===== src/core/srgc_pkg.sv =====
// shared constants and types of the rectifier gate controller
package srgc_pkg;
  // clock rate
  localparam int CLK_PERIOD_NS = 40;
  // timer width, wide enough for the longest window
  localparam int TW = 12;
  localparam logic [TW-1:0] TMAX = {TW{1'b1}};
  // arming time, longest allowed fall time, rounds down
  localparam int T_ARM_NS = 85;
  localparam logic [TW-1:0] ARM_CYC = TW'(T_ARM_NS / CLK_PERIOD_NS);
  // dead-time target
  localparam int T_DEAD_NS = 200;
  localparam logic [TW-1:0] DEAD_CYC = TW'(T_DEAD_NS / CLK_PERIOD_NS);
  // minimum off time, short-period value, rounds up
  localparam int T_OFF_MIN_HI_NS = 1700;
  localparam logic [TW-1:0] OFF_MIN_HI_CYC =
    TW'((T_OFF_MIN_HI_NS + CLK_PERIOD_NS - 1) / CLK_PERIOD_NS);
  // minimum off time, long-period value, rounds up
  localparam int T_OFF_MIN_LO_NS = 4000;
  localparam logic [TW-1:0] OFF_MIN_LO_CYC =
    TW'((T_OFF_MIN_LO_NS + CLK_PERIOD_NS - 1) / CLK_PERIOD_NS);
  // slope disable limit on the switching period
  localparam int T_SLOPE_DIS_NS = 40000;
  localparam logic [TW-1:0] SLOPE_DIS_CYC = TW'(T_SLOPE_DIS_NS / CLK_PERIOD_NS);
  // hysteresis on that limit
  localparam int T_SLOPE_HYS_NS = 4000;
  localparam logic [TW-1:0] SLOPE_HYS_CYC = TW'(T_SLOPE_HYS_NS / CLK_PERIOD_NS);
  // enable window after a gate rising edge
  localparam int T_BOOST_EN_NS = 72000;
  localparam logic [TW-1:0] BOOST_EN_CYC = TW'(T_BOOST_EN_NS / CLK_PERIOD_NS);
  // turn-off threshold levels
  localparam int LEVELS = 32;
  localparam int LW = 5;
  localparam logic [LW-1:0] LEVEL_RST = 5'h10;
  localparam logic [LW-1:0] LEVEL_TOP = LW'(LEVELS - 1);
  // gate sequencing states
  typedef enum logic [1:0] {
    SRGC_HALT = 2'b00,
    SRGC_OFF = 2'b01,
    SRGC_ON = 2'b10
  } srgc_state_t;
  // synchronised comparator levels
  typedef struct packed {
    logic sup_on;
    logic sup_hold;
    logic above_arm;
    logic below_on;
    logic above_off;
    logic above_high;
  } srgc_cmp_t;
endpackage : srgc_pkg


===== src/core/srgc_gate_ctrl.sv =====
// rectifier gate timing, slope qualification and dead-time tuning
//
// Operation
// [RULE1] the gate rises only when permission, trigger and slope qualifier all hold.
// [RULE2] permission comes once the minimum off time has run since the last gate fall.
// [RULE3] the trigger is active once the drain is below the turn-on threshold.
// [RULE4] the gate falls when the drain rises above the current turn-off threshold.
// [RULE5] with slope detection on, turn-on needs the arm-to-on fall shorter than the arm time.
// [RULE6] slope detection stays on while the period is below limit minus hysteresis.
// [RULE7] at or above the limit it is on only from a gate rise to the end of the window.
// [RULE8] the blanking length follows the last gate-to-gate period.
// [RULE9] short periods use the high off-time value, long ones past the hysteresis the low.
// [RULE10] a 32-level up/down counter picks the turn-off threshold each cycle.
// [RULE11] each cycle the gate-fall to high-threshold time is measured against the target.
// [RULE12] a dead time above target steps the counter up by one.
// [RULE13] operation starts at the supply on level and stops at the supply off level.
// [RULE14] until operation starts the gate is held low and clamped.
// [RULE15] the dead-time target is 200 ns.
// [RULE16] a dead time below target steps the counter down, saturating at both ends.
`timescale 1ns/100ps
module srgc_gate_ctrl
  import srgc_pkg::*;
(
  input wire logic clk_i,
  input wire logic rst_i,
  input wire logic sup_on_i,
  input wire logic sup_hold_i,
  input wire logic above_arm_i,
  input wire logic below_on_i,
  input wire logic above_off_i,
  input wire logic above_high_i,
  output logic gate_o,
  output logic clamp_o,
  output logic [LW-1:0] off_level_o,
  output logic slope_en_o,
  output logic blank_hi_o
);

  // saturating timer step
  function automatic logic [TW-1:0] sat_inc(input logic [TW-1:0] v);
    sat_inc = (v == TMAX) ? v : v + 12'h001;
  endfunction : sat_inc

  // two-flop synchronisers for every comparator and supply level
  srgc_cmp_t meta_ff;
  srgc_cmp_t cmp_ff;
  srgc_cmp_t cmp_d_ff;
  always_ff @(posedge clk_i or posedge rst_i) begin
    if (rst_i) begin
      meta_ff <= '0;
      cmp_ff <= '0;
      cmp_d_ff <= '0;
    end else begin
      meta_ff <= {sup_on_i, sup_hold_i, above_arm_i, below_on_i, above_off_i,
                  above_high_i};
      cmp_ff <= meta_ff;
      cmp_d_ff <= cmp_ff;
    end
  end

  // edges seen on the synchronised levels only
  logic arm_fall;
  logic on_rise;
  logic high_rise;
  assign arm_fall = cmp_d_ff.above_arm & ~cmp_ff.above_arm;
  assign on_rise = ~cmp_d_ff.below_on & cmp_ff.below_on;
  assign high_rise = ~cmp_d_ff.above_high & cmp_ff.above_high;

  // run flag with supply hysteresis
  logic run_ff;
  logic nxt_run;
  always_comb begin
    nxt_run = run_ff;
    if (!run_ff && cmp_ff.sup_on) begin
      nxt_run = 1'b1; // [RULE13]
    end else if (run_ff && !cmp_ff.sup_hold) begin
      nxt_run = 1'b0; // [RULE13]
    end
  end
  always_ff @(posedge clk_i or posedge rst_i) begin
    if (rst_i) begin
      run_ff <= 1'b0;
    end else begin
      run_ff <= nxt_run;
    end
  end

  // state and timers of the gate
  srgc_state_t state_ff;
  srgc_state_t nxt_state;
  logic [TW-1:0] off_tmr_ff;
  logic [TW-1:0] nxt_off_tmr;
  logic [TW-1:0] per_tmr_ff;
  logic [TW-1:0] nxt_per_tmr;
  logic [TW-1:0] per_last_ff;
  logic [TW-1:0] nxt_per_last;
  logic gate_ff;
  logic nxt_gate;
  logic clamp_ff;
  logic nxt_clamp;
  logic gate_rise;
  logic gate_fall;
  logic permit;
  logic trigger;
  logic qualify;
  logic blank_hi_ff;
  logic slope_on;
  logic slope_ok_ff;

  assign trigger = cmp_ff.below_on; // [RULE3]
  // blanking length from the period mode
  assign permit = off_tmr_ff >= (blank_hi_ff ? OFF_MIN_HI_CYC : OFF_MIN_LO_CYC); // [RULE2] [RULE8]
  assign qualify = ~slope_on | slope_ok_ff; // [RULE5]

  always_comb begin
    nxt_state = state_ff;
    nxt_gate = 1'b0;
    nxt_clamp = 1'b1;
    nxt_off_tmr = sat_inc(off_tmr_ff);
    nxt_per_tmr = sat_inc(per_tmr_ff);
    nxt_per_last = per_last_ff;
    gate_rise = 1'b0;
    gate_fall = 1'b0;
    case (state_ff)
      SRGC_HALT: begin
        nxt_off_tmr = '0;
        if (run_ff) begin
          nxt_state = SRGC_OFF;
          nxt_clamp = 1'b0;
        end
      end
      SRGC_OFF: begin
        nxt_clamp = 1'b0;
        if (!run_ff) begin
          nxt_state = SRGC_HALT;
          nxt_clamp = 1'b1; // [RULE14]
        end else if (permit && trigger && qualify) begin
          nxt_state = SRGC_ON; // [RULE1]
          nxt_gate = 1'b1;
          gate_rise = 1'b1;
          nxt_per_last = per_tmr_ff; // [RULE8]
          nxt_per_tmr = '0;
        end
      end
      SRGC_ON: begin
        nxt_clamp = 1'b0;
        nxt_gate = 1'b1;
        if (!run_ff) begin
          nxt_state = SRGC_HALT;
          nxt_gate = 1'b0;
          nxt_clamp = 1'b1; // [RULE14]
          gate_fall = 1'b1;
          nxt_off_tmr = '0;
        end else if (cmp_ff.above_off) begin
          nxt_state = SRGC_OFF; // [RULE4]
          nxt_gate = 1'b0;
          gate_fall = 1'b1;
          nxt_off_tmr = '0; // [RULE2]
        end
      end
      default: begin
        nxt_state = SRGC_HALT;
      end
    endcase
  end
  always_ff @(posedge clk_i or posedge rst_i) begin
    if (rst_i) begin
      state_ff <= SRGC_HALT;
      gate_ff <= 1'b0;
      clamp_ff <= 1'b1;
      off_tmr_ff <= '0;
      per_tmr_ff <= TMAX; // no gate-to-gate period seen yet
      per_last_ff <= TMAX;
    end else begin
      state_ff <= nxt_state;
      gate_ff <= nxt_gate;
      clamp_ff <= nxt_clamp;
      off_tmr_ff <= nxt_off_tmr;
      per_tmr_ff <= nxt_per_tmr;
      per_last_ff <= nxt_per_last;
    end
  end

  // period modes, updated from the last gate-to-gate period
  logic cont_ff;
  logic nxt_cont;
  logic nxt_blank_hi;
  logic [TW-1:0] win_tmr_ff;
  logic [TW-1:0] nxt_win_tmr;
  always_comb begin
    nxt_cont = cont_ff;
    nxt_blank_hi = blank_hi_ff;
    nxt_win_tmr = sat_inc(win_tmr_ff);
    if (per_last_ff < SLOPE_DIS_CYC - SLOPE_HYS_CYC) begin
      nxt_cont = 1'b1; // [RULE6]
    end else if (per_last_ff >= SLOPE_DIS_CYC) begin
      nxt_cont = 1'b0; // [RULE7]
    end
    if (per_last_ff < SLOPE_DIS_CYC) begin
      nxt_blank_hi = 1'b1; // [RULE9]
    end else if (per_last_ff > SLOPE_DIS_CYC + SLOPE_HYS_CYC) begin
      nxt_blank_hi = 1'b0; // [RULE9]
    end
    if (gate_rise) begin
      nxt_win_tmr = '0; // [RULE7]
    end
  end
  // window runs from the gate rise until the enable period ends
  assign slope_on = cont_ff | (win_tmr_ff < BOOST_EN_CYC); // [RULE6] [RULE7]
  always_ff @(posedge clk_i or posedge rst_i) begin
    if (rst_i) begin
      cont_ff <= 1'b0;
      blank_hi_ff <= 1'b0;
      win_tmr_ff <= TMAX;
    end else begin
      cont_ff <= nxt_cont;
      blank_hi_ff <= nxt_blank_hi;
      win_tmr_ff <= nxt_win_tmr;
    end
  end

  // slope timer from the arm crossing to the on crossing
  logic [TW-1:0] slope_tmr_ff;
  logic [TW-1:0] nxt_slope_tmr;
  logic slope_run_ff;
  logic nxt_slope_run;
  logic nxt_slope_ok;
  always_comb begin
    nxt_slope_tmr = slope_run_ff ? sat_inc(slope_tmr_ff) : slope_tmr_ff;
    nxt_slope_run = slope_run_ff;
    nxt_slope_ok = slope_ok_ff;
    if (arm_fall) begin
      nxt_slope_tmr = '0; // [RULE5]
      // both crossings in one cycle means zero fall time, qualified at once
      nxt_slope_run = ~on_rise;
      nxt_slope_ok = on_rise; // [RULE5]
    end else if (slope_run_ff && on_rise) begin
      nxt_slope_run = 1'b0;
      nxt_slope_ok = slope_tmr_ff < ARM_CYC; // [RULE5]
    end
    // a ringing drain back above arm or a fresh gate cycle rearms the check
    if (cmp_ff.above_arm || gate_fall) begin
      nxt_slope_ok = 1'b0;
      if (!arm_fall) begin
        nxt_slope_run = 1'b0;
      end
    end
  end
  always_ff @(posedge clk_i or posedge rst_i) begin
    if (rst_i) begin
      slope_tmr_ff <= '0;
      slope_run_ff <= 1'b0;
      slope_ok_ff <= 1'b0;
    end else begin
      slope_tmr_ff <= nxt_slope_tmr;
      slope_run_ff <= nxt_slope_run;
      slope_ok_ff <= nxt_slope_ok;
    end
  end

  // dead-time measurement and turn-off level counter
  logic [TW-1:0] dead_tmr_ff;
  logic [TW-1:0] nxt_dead_tmr;
  logic dead_run_ff;
  logic nxt_dead_run;
  logic [LW-1:0] level_ff;
  logic [LW-1:0] nxt_level;
  // gate fall delayed by two stages to line up with the synchronised drain rise
  logic [1:0] fall_pipe_ff;
  logic [1:0] nxt_fall_pipe;
  always_comb begin
    nxt_dead_tmr = dead_run_ff ? sat_inc(dead_tmr_ff) : dead_tmr_ff;
    nxt_dead_run = dead_run_ff;
    nxt_level = level_ff;
    nxt_fall_pipe = {fall_pipe_ff[0], gate_fall & run_ff};
    if (fall_pipe_ff[1]) begin
      nxt_dead_tmr = '0; // [RULE11]
      nxt_dead_run = 1'b1;
    end else if (dead_run_ff && (gate_rise || !run_ff)) begin
      nxt_dead_run = 1'b0; // cycle abandoned, no step
    end else if (dead_run_ff && high_rise) begin
      nxt_dead_run = 1'b0;
      if (dead_tmr_ff > DEAD_CYC) begin // [RULE11] [RULE15]
        if (level_ff != LEVEL_TOP) begin
          nxt_level = level_ff + 5'h01; // [RULE12] [RULE10]
        end
      end else if (dead_tmr_ff < DEAD_CYC) begin
        if (level_ff != 5'h00) begin
          nxt_level = level_ff - 5'h01; // [RULE16]
        end
      end
    end
  end
  always_ff @(posedge clk_i or posedge rst_i) begin
    if (rst_i) begin
      dead_tmr_ff <= '0;
      dead_run_ff <= 1'b0;
      level_ff <= LEVEL_RST;
      fall_pipe_ff <= '0;
    end else begin
      dead_tmr_ff <= nxt_dead_tmr;
      dead_run_ff <= nxt_dead_run;
      level_ff <= nxt_level;
      fall_pipe_ff <= nxt_fall_pipe;
    end
  end

  // registered slope flag for observation
  logic slope_en_ff;
  always_ff @(posedge clk_i or posedge rst_i) begin
    if (rst_i) begin
      slope_en_ff <= 1'b0;
    end else begin
      slope_en_ff <= slope_on;
    end
  end

  // outputs straight from flops
  assign gate_o = gate_ff;
  assign clamp_o = clamp_ff;
  assign off_level_o = level_ff; // [RULE10]
  assign slope_en_o = slope_en_ff;
  assign blank_hi_o = blank_hi_ff;

endmodule : srgc_gate_ctrl


===== config.mk =====
export PLATFORM = sky130hd
export DESIGN_NAME = srgc_gate_ctrl
export DESIGN_NICKNAME = d
export VERILOG_FILES = /design/src/core/srgc_pkg.sv /design/src/core/srgc_gate_ctrl.sv
export SDC_FILE = /design/constraint.sdc
export NUM_CORES = 1
export LEC_CHECK = 0
export ABC_CLOCK_PERIOD_IN_PS = 3800
export BUFFER_PORTS_ARGS = -buffer_cell sky130_fd_sc_hd__buf_2
export CAP_MARGIN = 10
export CELL_PAD_IN_SITES_DETAIL_PLACEMENT = 0
export CELL_PAD_IN_SITES_GLOBAL_PLACEMENT = 1
export CORE_MARGIN = 8
export CORE_UTILIZATION = 50
export DETAILED_ROUTE_END_ITERATION = 10
export PLACE_DENSITY = 0.84
export SYNTH_ARGS = -nofsm -noshare
export SYNTH_HDL_FRONTEND = slang
export SYNTH_SLANG_ARGS = --single-unit

===== constraint.sdc =====
create_clock -name clk_i -period 3.8 [get_ports clk_i]
set_clock_uncertainty 0.05 [all_clocks]
set_input_delay 0.19 -clock clk_i [delete_from_list [all_inputs] [get_ports clk_i]]
set_output_delay 0.19 -clock clk_i [all_outputs]
set_load 0.01 [all_outputs]

==> impl_results.md <==
* Detail Route Antenna Nets at 0
* RSZ-0062 raised after global routing: no
* Clock transition at the registers of the reported paths at 100 ps
* Residual DRC at 0
* Half-perimeter wire length after placement at 6310 um
* Commonest cells after routing, fill and taps aside: 74 x sky130_fd_sc_hd__nor2_1, 67 x sky130_fd_sc_hd__dfrtp_1, 38 x sky130_fd_sc_hd__dfstp_2
* Total clock buffers created by CTS at 9
* Sequential area share after synthesis at 52.5%
* Setup-violating endpoint count in the final report at 0
* GRT Util Overall at 15.0%
* Die height at 117 um
* Vias in the first global route at 3486
* Largest net degree at the start of global routing at 82
* Max_slew headroom at 34.7%
* Die Outline Area at 13700 um^2
* Total count of hold-check failures in the final report at 8
* Row cnt at 37
* H-tree depth at 3
* Die W at 117 um
* Reg2reg setup slack at 1050 ps
* Count of warnings emitted by yosys at 0
* Asr flop ratio synth at 100%
* Wire per inst at 14.2 um
* Total power of the final layout at 0.00211 W
* WHS at -5.31 ps
* Syn avg cell area at 10.7 um^2
* Area after detailed placement at 5320 um^2
* Most common cell after layout, fill and taps aside: sky130_fd_sc_hd__nor2_1
* Antenna violations before repair at 0
* Buffers on Ports at 16
* Detailed-routing iteration count for the pre-antenna-repair pass at 4
* Worst Path Class, Setup: flop to flop
* Worst vdd ir at 0.000292 V
* Power density over the cells at 378 nW/um^2
* Maximum number of buffers from clock root to sink at 2
* Number of violations reported at the end of detailed-routing iteration 0 at 176
* Summed area of non-filler cells in the final layout at 5590 um^2
* Slew of the pin with the lowest slew margin at 979 ps
* Most used flip-flop cell after synthesis: sky130_fd_sc_hd__dfrtp_1
* Path type of the worst min-delay path: input port to asynchronous set/reset pin
* Worst R2R Path Depth at 8
* Vias per cell at 5.34
* Worst-path fanout max at 17
* Cells after Synth at 476
* Total nets after synthesis at 504
* CTS tree: done
* Number of nets at the end of the flow at 532
* Worst reg2reg endpoint: per_last_ff[1]$_DFFE_PP1N_
* Slowest-stage cell, CP: sky130_fd_sc_hd__and3_1
* Area share of the leading cell type in the synthesized netlist at 32.9%
* Vias at 3445
* Standard cell core area at 10100 um^2
* Endpoint type of the worst setup path: flop
* Number of antenna repair diodes at 0
* Worst stage delay on the critical path at 700 ps
* FF-to-FF Start: blank_hi_o$_DFFE_PP0P_
* Global-route wire length before repair at 16300 um
* Hold buffers post-CTS at 6
* I/O Pins at 17
* Startpoint types: flop
* Req. time, crit path at 4050 ps
* Achievable frequency at 0.364 GHz
* Number of distinct library cells after synthesis at 55
* Count of state elements after synthesis at 105
* Final RePlAce weighted congestion at 0.768
* Dominant cells by area after synthesis: sky130_fd_sc_hd__dfrtp_1 33%, sky130_fd_sc_hd__dfstp_2 20%, sky130_fd_sc_hd__nor2_1 5.5%, sky130_fd_sc_hd__xor2_1 5.0%, sky130_fd_sc_hd__ha_1 4.7%
* Lkg Pwr at 2.42 nW
* Number of max-capacitance violations reported at 0
* Number of flops mapped to enable cells by yosys at 0
* Number of max-slew violations in the final report at 0
* Share of the cycle needed by the critical path after routing at 72.4%
* CP Data Arrival Time at 3000 ps
* Layout area overhead at 9.78%
* Result of the run: finished with violations
* Combined area of all synthesized cells at 5090 um^2
* Sink count of the clock tree at 105
* Congestion Overflow GR at 0
* Starting density of the core at 50.5%
* Aggregate negative setup slack at 0 ps
* Final period demand of the worst path at 2750 ps
* Cell type with the largest total area after synthesis: sky130_fd_sc_hd__dfrtp_1
* Setup bufs post-CTS at 0
* Fraction of final layout cells sized beyond drive strength 1 at 19.8%
* Critical-path cell list: inv_1 -> ha_1 -> nand2_1 -> o21ai_0 -> a21oi_1 -> a211oi_2 -> and3_1 -> mux2_2
* Violations in the final reports: negative hold slack
* Post-CTS resize count at 0
* Total Wirelength at 9160 um
* Cell at the root of the clock tree: sky130_fd_sc_hd__clkbuf_8
* Worst-Skew Late Latency at 380 ps
## area by class of cell
cell class | instances | area (um^2)
Clock inverter | 4 | 51.3
Timing Repair Buffer | 26 | 170
Multi-Input combinational cell | 346 | 2310
Tap cell | 136 | 170
Clock buffer | 12 | 155
Inverter | 16 | 62.6
Sequential cell | 105 | 2680
Fill cell | 947 | 4500
## how the worst max path moves through the flow
stage | from | to | depth (start not counted)
after floorplan | rst_i | blank_hi_o$_DFFE_PP0P_ | 1
after global placement | blank_hi_o$_DFFE_PP0P_ | per_last_ff[3]$_DFFE_PP1N_ | 8
after detailed placement | blank_hi_o$_DFFE_PP0P_ | per_last_ff[1]$_DFFE_PP1N_ | 8
after CTS | blank_hi_o$_DFFE_PP0P_ | per_last_ff[1]$_DFFE_PP1N_ | 8
after global routing | dead_tmr_ff[0]$_DFFE_PP0P_ | off_level_o[4]$_DFFE_PP1P_ | 10
final | blank_hi_o$_DFFE_PP0P_ | per_last_ff[1]$_DFFE_PP1N_ | 8
## metal layers
layer | GRT usage, % | vias up | wire, um
met4 | 4.61 | 0 | 135
li1 | - | 1720 | -
met3 | 4.62 | 14 | 306
met2 | 24.7 | 37 | 4330
met5 | 0 | - | 0
met1 | 18.6 | 1674 | 4390
## cell families after synthesis
kind of cell	share of synthesized area (%)
multiplexers	5.18
AND/OR/NAND/NOR	19.9
adder cells (fa/ha/maj)	5.06
flip-flops	52.5
XOR/XNOR	8.08
AO/OA/AOI/OAI	7.03
buffers and inverters	2.19
## stage by stage
stage	setup slack, ps	std cells	utilization [%]
2_1_floorplan	862	476	-
3_3_place_gp	1120	623	52.8
3_5_place_dp	1080	623	52.8
4_1_cts	1070	645	55.4
5_1_grt	897	645	55.4
6_report	1050	645	55.4
## synth_stat cells (4+ instances only)
cell type	count
sky130_fd_sc_hd__nor4_1	8
sky130_fd_sc_hd__a21oi_1	18
sky130_fd_sc_hd__a211oi_1	4
sky130_fd_sc_hd__clkbuf_1	4
sky130_fd_sc_hd__dfrtp_1	67
sky130_fd_sc_hd__and3_1	9
sky130_fd_sc_hd__o21ai_0	11
sky130_fd_sc_hd__dfstp_2	38
sky130_fd_sc_hd__mux2_2	15
sky130_fd_sc_hd__ha_1	19
sky130_fd_sc_hd__nand2_1	28
sky130_fd_sc_hd__nor2_1	74
sky130_fd_sc_hd__mux2i_1	5
sky130_fd_sc_hd__and4_1	6
sky130_fd_sc_hd__xor2_1	29
sky130_fd_sc_hd__nor3_1	14
sky130_fd_sc_hd__nand4_1	13
sky130_fd_sc_hd__xnor2_1	18
sky130_fd_sc_hd__nand3_1	26
sky130_fd_sc_hd__inv_1	16
## state kept, by name (all words and copies together) (netlist names), 3 cells and up
register      cells
cmp_d_ff          3
cmp_ff            5
dead_tmr_ff      12
meta_ff           6
off_level_o       5
off_tmr_ff       12
per_last_ff      12
per_tmr_ff       12
slope_tmr_ff     12
win_tmr_ff       12
## report_power, final
part	internal (W)	switching [W]
sequential	0.00116	0.0000461
clock	0.000341	0.000373
combinational	0.0000814	0.000116
total	0.00158	0.000535
## critical path, delay by kind of cell (launching register included)
kind	cells	cell delay [ps]
flops	1	440
fa+ha+maj	1	300
simple gates	2	740
buf+inv	1	120
mux	1	410
compound gates	3	610
(Power assumes the default switching activity.)
